<file path="src/pkg/lcdi_regs.vh">
`ifndef LCDI_REGS_VH
`define LCDI_REGS_VH

// register byte offsets
`define LCDI_OFS_STATUS 8'h00
`define LCDI_OFS_FUNC 8'h04
`define LCDI_OFS_DISP 8'h08
`define LCDI_OFS_ENTRY 8'h0C
`define LCDI_OFS_ADDR 8'h10
`define LCDI_OFS_DATA 8'h14
`define LCDI_OFS_CTRL 8'h18
`define LCDI_OFS_STATE 8'h1C

// status fields
`define LCDI_ST_FLAG_BIT 7
`define LCDI_ST_AC_MSB 6

// function fields
`define LCDI_FN_WIDTH_BIT 4
`define LCDI_FN_LINES_BIT 3
`define LCDI_FN_FONT_BIT 2

// display fields
`define LCDI_DP_ON_BIT 2
`define LCDI_DP_CURSOR_BIT 1
`define LCDI_DP_BLINK_BIT 0

// entry fields
`define LCDI_EN_INC_BIT 1
`define LCDI_EN_SHIFT_BIT 0

// control fields
`define LCDI_CT_RESTART_BIT 0

// defaults loaded by the power-on sequence
`define LCDI_DEF_WIDTH 1'b1
`define LCDI_DEF_LINES 1'b0
`define LCDI_DEF_FONT 1'b0
`define LCDI_DEF_ON 1'b0
`define LCDI_DEF_CURSOR 1'b0
`define LCDI_DEF_BLINK 1'b0
`define LCDI_DEF_INC 1'b1
`define LCDI_DEF_SHIFT 1'b0
`define LCDI_CLEAR_CODE 8'h20

// text memory
`define LCDI_MEM_DEPTH 80
`define LCDI_MEM_AW 7
`define LCDI_MEM_LAST 7'h4F

// sequencer step rate: internal oscillator in kHz, clock in kHz
`define LCDI_FOSC_KHZ 540
`define LCDI_CLK_KHZ 125000
`define LCDI_STEP_CYC (`LCDI_CLK_KHZ / `LCDI_FOSC_KHZ)

`endif

</file>
<file path="src/hdl/lcdi_txtmem.v">
`timescale 1ns/1ns
`default_nettype none

// display text storage, flip-flops, registered read
module lcdi_txtmem #(
	parameter DEPTH = 80,
	parameter AW = 7,
	parameter DW = 8
) (
	input wire pclk,
	input wire presetn,
	input wire wr_en,
	input wire [AW-1:0] wr_addr,
	input wire [DW-1:0] wr_data,
	input wire [AW-1:0] rd_addr,
	output reg [DW-1:0] rd_data
);

	reg [DW-1:0] mem_r [0:DEPTH-1];

	always @(posedge pclk)
	begin
		if (wr_en)
			mem_r[wr_addr] <= wr_data;
	end

	always @(posedge pclk or negedge presetn)
	begin
		if (!presetn)
			rd_data <= {DW{1'b0}};
		else
			rd_data <= mem_r[rd_addr];
	end

endmodule

`default_nettype wire

</file>
<file path="src/hdl/lcdi_init.v">
// Local design decisions: the address map and register access over APB.
`timescale 1ns/1ns
`default_nettype none
`include "lcdi_regs.vh"

module lcdi_init #(
	parameter STEP_CYC = `LCDI_STEP_CYC,
	parameter DEPTH = `LCDI_MEM_DEPTH
) (
	input wire pclk,
	input wire presetn,
	input wire psel,
	input wire penable,
	input wire pwrite,
	input wire [7:0] paddr,
	input wire [31:0] pwdata,
	output reg [31:0] prdata,
	output reg pready,
	output reg pslverr,
	output reg internal_op_flag,
	output reg bus_width_select,
	output reg line_count_select,
	output reg font_select,
	output reg display_on,
	output reg cursor_show,
	output reg blink_enable
);

	localparam AW = `LCDI_MEM_AW;
	localparam [4:0] ST_CLEAR = 5'h01;
	localparam [4:0] ST_FUNC = 5'h02;
	localparam [4:0] ST_DISP = 5'h04;
	localparam [4:0] ST_ENTRY = 5'h08;
	localparam [4:0] ST_READY = 5'h10;
	localparam [AW-1:0] LAST_ADDR = `LCDI_MEM_LAST;

	// next address after an access, wrapping inside the text memory
	function [AW-1:0] ac_step;
		input [AW-1:0] ac;
		input inc;
		begin
			if (inc)
				ac_step = (ac == LAST_ADDR) ? {AW{1'b0}} : ac + 7'h01;
			else
				ac_step = (ac == {AW{1'b0}}) ? LAST_ADDR : ac - 7'h01;
		end
	endfunction

	reg [4:0] state_r;
	reg [15:0] div_r;
	reg step_en_r;
	reg [AW-1:0] clr_addr_r;
	reg [AW-1:0] ac_r;
	reg addr_inc_r;
	reg disp_shift_r;
	reg [AW-1:0] mem_wa;
	reg [7:0] mem_wd;
	reg mem_we;
	wire [7:0] mem_rd;
	wire access;
	wire wr_acc;
	wire rd_acc;
	wire busy;
	reg [31:0] rdata_nxt;
	reg err_nxt;

	assign access = psel & penable & ~pready;
	assign wr_acc = access & pwrite;
	assign rd_acc = access & ~pwrite;
	assign busy = internal_op_flag;

	// step rate divider for the sequencer
	always @(posedge pclk or negedge presetn)
	begin
		if (!presetn)
		begin
			div_r <= 16'h0000;
			step_en_r <= 1'b0;
		end
		else if (div_r == STEP_CYC[15:0] - 16'h0001)
		begin
			div_r <= 16'h0000;
			step_en_r <= 1'b1;
		end
		else
		begin
			div_r <= div_r + 16'h0001;
			step_en_r <= 1'b0;
		end
	end

	// text memory write port: sequencer clear or host data write
	always @*
	begin
		mem_we = 1'b0;
		mem_wa = ac_r;
		mem_wd = pwdata[7:0];
		if (state_r == ST_CLEAR)
		begin
			mem_we = step_en_r;
			mem_wa = clr_addr_r;
			mem_wd = `LCDI_CLEAR_CODE;
		end
		else if (!busy && wr_acc && paddr == `LCDI_OFS_DATA)
		begin
			mem_we = 1'b1;
		end
	end

	lcdi_txtmem #(
		.DEPTH(DEPTH),
		.AW(AW),
		.DW(8)
	) u_mem (
		.pclk(pclk),
		.presetn(presetn),
		.wr_en(mem_we),
		.wr_addr(mem_wa),
		.wr_data(mem_wd),
		.rd_addr(ac_r),
		.rd_data(mem_rd)
	);

	// read data and error decode
	always @*
	begin
		rdata_nxt = 32'h00000000;
		err_nxt = 1'b0;
		case (paddr)
		`LCDI_OFS_STATUS:
		begin
			rdata_nxt[`LCDI_ST_FLAG_BIT] = internal_op_flag;
			rdata_nxt[`LCDI_ST_AC_MSB:0] = ac_r;
			err_nxt = pwrite;
		end
		`LCDI_OFS_FUNC:
		begin
			rdata_nxt[`LCDI_FN_WIDTH_BIT] = bus_width_select;
			rdata_nxt[`LCDI_FN_LINES_BIT] = line_count_select;
			rdata_nxt[`LCDI_FN_FONT_BIT] = font_select;
			err_nxt = pwrite & busy;
		end
		`LCDI_OFS_DISP:
		begin
			rdata_nxt[`LCDI_DP_ON_BIT] = display_on;
			rdata_nxt[`LCDI_DP_CURSOR_BIT] = cursor_show;
			rdata_nxt[`LCDI_DP_BLINK_BIT] = blink_enable;
			err_nxt = pwrite & busy;
		end
		`LCDI_OFS_ENTRY:
		begin
			rdata_nxt[`LCDI_EN_INC_BIT] = addr_inc_r;
			rdata_nxt[`LCDI_EN_SHIFT_BIT] = disp_shift_r;
			err_nxt = pwrite & busy;
		end
		`LCDI_OFS_ADDR:
		begin
			rdata_nxt[AW-1:0] = ac_r;
			err_nxt = busy | (pwrite & (pwdata[AW-1:0] > LAST_ADDR));
		end
		`LCDI_OFS_DATA:
		begin
			rdata_nxt[7:0] = mem_rd;
			err_nxt = busy;
		end
		`LCDI_OFS_CTRL:
		begin
			err_nxt = pwrite & busy;
		end
		`LCDI_OFS_STATE:
		begin
			rdata_nxt[4:0] = state_r;
			rdata_nxt[AW+7:8] = clr_addr_r;
			err_nxt = pwrite;
		end
		default:
		begin
			err_nxt = 1'b1;
		end
		endcase
	end

	// bus answer: one wait state, then pready for one cycle
	always @(posedge pclk or negedge presetn)
	begin
		if (!presetn)
		begin
			pready <= 1'b0;
			pslverr <= 1'b0;
			prdata <= 32'h00000000;
		end
		else
		begin
			pready <= access;
			pslverr <= access & err_nxt;
			if (rd_acc)
				prdata <= err_nxt ? 32'h00000000 : rdata_nxt;
		end
	end

	// power-on sequencer and host-visible settings
	always @(posedge pclk or negedge presetn)
	begin
		if (!presetn)
		begin
			state_r <= ST_CLEAR;
			internal_op_flag <= 1'b1;
			clr_addr_r <= {AW{1'b0}};
			ac_r <= {AW{1'b0}};
			bus_width_select <= `LCDI_DEF_WIDTH;
			line_count_select <= `LCDI_DEF_LINES;
			font_select <= `LCDI_DEF_FONT;
			display_on <= `LCDI_DEF_ON;
			cursor_show <= `LCDI_DEF_CURSOR;
			blink_enable <= `LCDI_DEF_BLINK;
			addr_inc_r <= `LCDI_DEF_INC;
			disp_shift_r <= `LCDI_DEF_SHIFT;
		end
		else
		begin
			case (state_r)
			ST_CLEAR:
			begin
				internal_op_flag <= 1'b1;
				if (step_en_r)
				begin
					clr_addr_r <= clr_addr_r + 7'h01;
					if (clr_addr_r == LAST_ADDR)
					begin
						clr_addr_r <= {AW{1'b0}};
						state_r <= ST_FUNC;
					end
				end
			end
			ST_FUNC:
			begin
				if (step_en_r)
				begin
					bus_width_select <= `LCDI_DEF_WIDTH;
					line_count_select <= `LCDI_DEF_LINES;
					font_select <= `LCDI_DEF_FONT;
					state_r <= ST_DISP;
				end
			end
			ST_DISP:
			begin
				if (step_en_r)
				begin
					display_on <= `LCDI_DEF_ON;
					cursor_show <= `LCDI_DEF_CURSOR;
					blink_enable <= `LCDI_DEF_BLINK;
					state_r <= ST_ENTRY;
				end
			end
			ST_ENTRY:
			begin
				if (step_en_r)
				begin
					addr_inc_r <= `LCDI_DEF_INC;
					disp_shift_r <= `LCDI_DEF_SHIFT;
					ac_r <= {AW{1'b0}};
					internal_op_flag <= 1'b0;
					state_r <= ST_READY;
				end
			end
			ST_READY:
			begin
				if (wr_acc && !err_nxt)
				begin
					case (paddr)
					`LCDI_OFS_FUNC:
					begin
						bus_width_select <= pwdata[`LCDI_FN_WIDTH_BIT];
						line_count_select <= pwdata[`LCDI_FN_LINES_BIT];
						font_select <= pwdata[`LCDI_FN_FONT_BIT];
					end
					`LCDI_OFS_DISP:
					begin
						display_on <= pwdata[`LCDI_DP_ON_BIT];
						cursor_show <= pwdata[`LCDI_DP_CURSOR_BIT];
						blink_enable <= pwdata[`LCDI_DP_BLINK_BIT];
					end
					`LCDI_OFS_ENTRY:
					begin
						addr_inc_r <= pwdata[`LCDI_EN_INC_BIT];
						disp_shift_r <= pwdata[`LCDI_EN_SHIFT_BIT];
					end
					`LCDI_OFS_ADDR:
					begin
						ac_r <= pwdata[AW-1:0];
					end
					`LCDI_OFS_DATA:
					begin
						ac_r <= ac_step(ac_r, addr_inc_r);
					end
					`LCDI_OFS_CTRL:
					begin
						// software rerun of the whole sequence
						if (pwdata[`LCDI_CT_RESTART_BIT])
						begin
							state_r <= ST_CLEAR;
							internal_op_flag <= 1'b1;
							clr_addr_r <= {AW{1'b0}};
						end
					end
					default:
					begin
						ac_r <= ac_r;
					end
					endcase
				end
				else if (rd_acc && !err_nxt && paddr == `LCDI_OFS_DATA)
				begin
					ac_r <= ac_step(ac_r, addr_inc_r);
				end
			end
			default:
			begin
				state_r <= ST_CLEAR;
				internal_op_flag <= 1'b1;
				clr_addr_r <= {AW{1'b0}};
			end
			endcase
		end
	end

endmodule

`default_nettype wire

</file>
<file path="config.mk">
export PLATFORM = sky130hd
export DESIGN_NAME = lcdi_init
export DESIGN_NICKNAME = d
export VERILOG_FILES = /design/src/hdl/lcdi_txtmem.v /design/src/hdl/lcdi_init.v
export VERILOG_INCLUDE_DIRS = /design/src /design/src/pkg
export SDC_FILE = /design/constraint.sdc
export NUM_CORES = 1
export LEC_CHECK = 0
export ABC_AREA = 1
export BUFFER_PORTS_ARGS = -buffer_cell sky130_fd_sc_hd__buf_2
export CAP_MARGIN = 20
export CORE_UTILIZATION = 50
export DETAILED_ROUTE_END_ITERATION = 10
export HOLD_SLACK_MARGIN = 0.1
export PLACE_DENSITY = 0.66
export SLEW_MARGIN = 25
export SYNTH_ARGS = -nofsm -noshare
export SYNTH_HDL_FRONTEND = slang
export SYNTH_SLANG_ARGS = --single-unit
export TNS_END_PERCENT = 10
</file>
<file path="constraint.sdc">
create_clock -name pclk -period 3.26 [get_ports pclk]
set_clock_uncertainty 0.1 [all_clocks]
set_input_delay 0.326 -clock pclk [delete_from_list [all_inputs] [get_ports pclk]]
set_output_delay 0.326 -clock pclk [all_outputs]
set_load 0.05 [all_outputs]
</file>
Word level (Yosys, flattened, before mapping). Memories as Yosys holds them, arrays and structs flattened. A register that Yosys moved wholly into a read port is not among the register bits. Cells that the tools add are included.

Logic and storage cells: 157. Register bits after elaboration: 79. ROM bits: 0. Bits of input ports: 45. Bits in latches: 0. Output and inout port bits: 41. Memories kept: 1. Bits in writable memories: 640.

Memories: u_mem.mem_r (depth 80, bits a word 8, read ports 1, clocked after memory_dff 1, wr ports 1, line lcdi_txtmem.v:19) `reg [DW-1:0] mem_r [0:DEPTH-1];`.

$lt $le $gt $ge: 1. Add/sub/neg operators: 4. Eq/ne operators: 28. Multipliers: 0. Shift-type cells: 0. Div/mod/pow operators: 0. Reductions and logical operators: 25. Mux-type cells: 69. Bitwise operators: 12.

Operator list (number): 7-bit 2-to-1 mux (13); 5-bit 2-to-1 mux (8); 8-bit by 5-bit == test with 1-bit output (second input constant) (4); 7-bit case mux with 2 select lines (2); 1-bit 2-to-1 mux (26); 5-bit case mux with 5 select lines (1); 7-bit case mux with 3 select lines (1); 1-bit case mux with 2 select lines (9); 16-bit by 1-bit adder with 16-bit output (second input constant) (1); 16-bit by 8-bit == test with 1-bit output (second input constant) (1); 8-bit by 4-bit == test with 1-bit output (second input constant) (2); 16-bit 2-to-1 mux (1); 4-bit AND reduction (4); 15-bit 2-to-1 mux (1); 7-bit by 1-bit adder with 7-bit output (second input constant) (2); 7-bit == test (second input constant) (2); 2-bit inequality test (second input constant) (6); 2-bit by 1-bit inequality test with 1-bit output (second input constant) (5); 2-bit case mux with 5 select lines (1); 5-bit AND reduction (2); 8-bit by 3-bit == test with 1-bit output (second input constant) (1); 8-bit logical NOT (1); 8-bit 2-to-1 mux (1); 2-bit case mux with 4 select lines (1); 24 further kinds (43).

Depth between registers and ports, before layout.
Depth after elaboration: 10. Mapped depth: 18. Depth with buffers taken out: 14.

Cells and area by module. From an unflattened synthesis, not the netlist that was laid out.

Cell total of the unflattened synthesis: 2758. Area total of the unflattened synthesis: 30633.1 um^2.

Modules (own cells, without submodules): lcdi_txtmem (cells each 2183, times used 1, area each 26447.9 um^2, seq. area each 19418.6 um^2); lcdi_init (cells each 575, times used 1, area each 4185.3 um^2, seq. area each 1556.5 um^2).

Worst setup path before layout. OpenSTA, ideal clock, no wires.

Path kind: reg2reg. From: register state_r[3]. To: memory u_mem.mem_r[0][0], data pin. Stages on the path, launching flop included: 7. Buffers on the path: 2. Library setup time: 574 ps. Data required time: 2586 ps. Clock period less this slack: 3483 ps. Arrival: 2809 ps. Setup slack: -223 ps. Cells stage by stage: dfrtp_1 nor2_1 inv_2 nor4_4 buf_2 buf_1 nor2_1.

Longest elaborated chain between the ends: 2.

Ends and longest elaborated chain: start, declared (line lcdi_init.v:49) `reg [4:0] state_r;`; start signal, assigned (line lcdi_init.v:206) `state_r <= ST_CLEAR;`; start signal, assigned (line lcdi_init.v:231) `state_r <= ST_FUNC;`; start signal, assigned (line lcdi_init.v:242) `state_r <= ST_DISP;`; 5-bit by 1-bit == test with 1-bit output (line lcdi_init.v:98) `if (state_r == ST_CLEAR)`; 8-bit 2-to-1 mux (line lcdi_init.v:98); via mem_wd[0] (line lcdi_init.v:57) `reg [7:0] mem_wd;`; end, declared (line lcdi_txtmem.v:19).

The timed path passes the listed nets, and every way through them passes these cells.

Worst setup path after layout.
From: register state_r[0]. To: memory u_mem.mem_r[2][3] (enable).

Longest elaborated chain between the ends: 4. Elaborated cells between the ends (all ways): 5. Those cells by class: 1 x eq/ne; 4 x mux.

Ends and longest elaborated chain: 5-bit by 1-bit == test with 1-bit output (*) (line lcdi_init.v:98); 1-bit 2-to-1 mux (line lcdi_init.v:98); 1-bit 2-to-1 mux (line lcdi_txtmem.v:23) `if (wr_en)`; 1-bit 2-to-1 mux (implied by the code) (line lcdi_txtmem.v:24) `mem_r[wr_addr] <= wr_data;`.

Mark *: on every way between the ends. The rest lies on a longest branch, timed or not.

==> reports/results.txt <==
Status = finished, violations left
Failing checks = setup timing
Crit end category = flop
Final setup fails = 8
Total clock buffers created by CTS = 73
Async S/R FF share, synth = 9.859%
PnR worst setup slack = -16.81 ps
Crit path required time = 3400 ps
CTS Sinks = 710
Share of layout cells above drive strength 1 = 12.68%
Antenna fix cells = 0
Critical-path maximum fanout = 21
Worst min path class = in -> async
Via count = 20390
Endpoints failing hold = 0
Htree depth = 3
Max Fclk = 0.3052 GHz
Area grow syn2layout = 13.71%
Drt first pass iters = 6
Clk slew on worst S/H paths = 60 ps
Die span in x = 245.7 microns
Synthesized flop and latch total = 710
Cell Area, Placed = 0.03141 sq mm
CP arrival = 3410 ps
Post-Layout Inst Area = 0.03376 sq mm
Cells after Synth = 2553
Warnings, synthesis = 0
Total setup buffers inserted after CTS = 0
Total GRT Usage = 25.21%
Share of total power in sequential cells = 54.8%
Final Util = 58.07%
PD cells = 528.4 mW/mm^2
Worst skew pair latency = 610 ps
Number of synthesized flops with an enable pin = 640
NetSw = 3.526 mW
Slew Limit Fails = 0
Mean Syn Cell Area = 11.63 sq um
Die ar. = 0.06035 sq mm
Gpl congestion = 0.9286
Clock Path Buffers = 3
Dpl hpwl = 45.48 mm
Netlist Area Pre-Place = 0.02969 sq mm
Internal = 14.31 mW
Comb power frac = 0.8%
Total Routed Length = 75.90 mm
Most frequent cells in the layout = edfxtp_1, nor2_1, o21ai_0
Grt ovf = 0
Max_cap viols = 0
Vias/cell = 5.860
Antenna violations before repair = 0
Clock power frac = 44.4%
Synth cell types = 52
Most common cell after layout, fill and taps aside = edfxtp_1
Period utilization = 100.5%
Final Net Count = 2709
Routed Antenna Nets = 0
Worst setup SP type = flop
Iteration-0 DRC Markers = 2107
Setup Crit Path Kind = reg -> reg
Drt drc = 0
Relative slew slack = 28.18%
First-pass GRT wire length = 115.1 mm
Num rows = 88
Vias in the first global route = 19320
Root buffer selected by CTS = clkbuf_16
P_leak = 12.04 nW
Ys flop type = edfxtp_1
Port buffer count = 44
Reg2Reg Setup Slack = -20 ps
Switching part of the total = 19.77%
Seq/Total Area, Yosys = 70.66%
Starting Density = 51.06%
Avg WL per Cell = 21.82 microns
Largest net degree at the start of global routing = 139
Least-Margin Pin Slew = 1075 ps
Max VDD drop = 0.3687 mV
Min Tclk post-route = 3277 ps
Io pins = 86
Core area = 0.05814 sq mm
RSZ-0062 raised after global routing = yes
Chip height = 245.7 microns
Filler Cells Inserted = 4674
CTS tree = done
worst max-delay path, cell delays in order (launching register included):
cell	delay (ps)
dfstp_2	540
inv_1	70
nor4_4	310
buf_12	240
o21ai_0	260
nor2_1	410
nand2_1	340
nor2_1	630
cells in the mapped netlist (10+ instances only):
cell type | number | share of area (%)
a211oi_1 | 15 | 0.38
buf_2 | 38 | 0.64
buf_4 | 21 | 0.53
clkbuf_1 | 98 | 1.2
dfrtp_1 | 66 | 5.6
edfxtp_1 | 640 | 65
inv_1 | 80 | 1.0
nand2_1 | 313 | 4.0
nand2_2 | 10 | 0.21
nand3_1 | 65 | 1.1
nand4_1 | 40 | 0.84
nor2_1 | 495 | 6.3
nor2_2 | 10 | 0.21
nor3_1 | 15 | 0.25
o21ai_0 | 380 | 6.4
o22ai_1 | 152 | 3.2
layer usage:
| layer | track usage (%) | part of all wire (%) |
|---|---|---|
| met1 | 35.40 | 41 |
| met2 | 39.49 | 47 |
| met3 | 3.820 | 8.7 |
| met4 | 10.19 | 3.2 |
| met5 | 0 | 0 |
power groups by stage:
stage,registers [mW],logic (mW),clock network [mW]
after CTS,9.78,0.135,8.02
after detailed placement,9.97,0.126,0
after global placement,9.97,0.124,0
after floorplan,9.98,0.0843,0
final,9.78,0.135,7.92
after global routing,9.78,0.146,8.34
logic make-up after synthesis:
group	after synthesis	share of synthesized area [%]
adder cells (fa/ha/maj)	5	0.2107
AND/OR/NAND/NOR	975	13.80
XOR/XNOR	11	0.3246
other	1	0.01263
buffers and inverters	253	3.684
flip-flops	710	70.66
AO/OA/AOI/OAI	598	11.32
final cells by class:
cell class	instances	area, sq um	share of cell area (%)
Clock buffer	87	1953	5.786
Clock inverter	43	284.0	0.8414
Inverter	91	354.1	1.049
Multi-Input combinational cell	1606	7775	23.03
Sequential cell	710	20980	62.16
Tap cell	765	957.2	2.835
Timing Repair Buffer	177	1451	4.299
sequential cells by signal, indices dropped and copies added, names as in the netlist:
register / flops
div_r: 16
pready: 1
blink_enable: 1
state_r: 5
addr_inc_r: 1
cursor_show: 1
prdata: 15
ac_r: 7
display_on: 1
pslverr: 1
bus_width_select: 1
step_en_r: 1
line_count_select: 1
disp_shift_r: 1
internal_op_flag: 1
u_mem.rd_data: 8
font_select: 1
clr_addr_r: 7
u_mem.mem_r: 640
per-stage QoR:
stage | worst slack [ps] | cells | hold slack [ps] | TNS [ps] | power [mW]
6_report | -16.81 | 3479 | 137.9 | -95.99 | 17.84
5_1_grt | -134.2 | 3479 | 194.2 | -3268 | 18.26
4_1_cts | 31.18 | 3479 | 121.1 | 0 | 17.94
3_5_place_dp | 7.617 | 3340 | 345.8 | 0 | 10.10
3_3_place_gp | 97.65 | 3339 | 337.5 | 0 | 10.10
2_1_floorplan | -223.5 | 2569 | -69.59 | -125150 | 10.06
path summary, 6_finish.rpt:
kind,endpoint,depth (start not counted),from
setup / recovery,u_mem.mem_r[2][3]$_DFFE_PP_,7,state_r[0]$_DFFE_PN1P_
hold / removal,div_r[8]$_DFF_PN0_,2,presetn
setup reg to reg,u_mem.mem_r[2][3]$_DFFE_PP_,7,state_r[0]$_DFFE_PN1P_
min in group pclk,prdata[7]$_DFFE_PN0P_,6,paddr[0]
max in group asynchronous,bus_width_select$_DFFE_PN1P_,3,presetn
hold reg to reg,clr_addr_r[3]$_DFFE_PN0P_,2,clr_addr_r[3]$_DFFE_PN0P_
repair_timing:
action,in CTS,in global routing
hold buffers,9,0
gates resized for setup,0,3
endpoints found under the setup margin,0,51
endpoints found under the hold margin,48,0
Note: power is estimated with default switching activity, not from simulation.
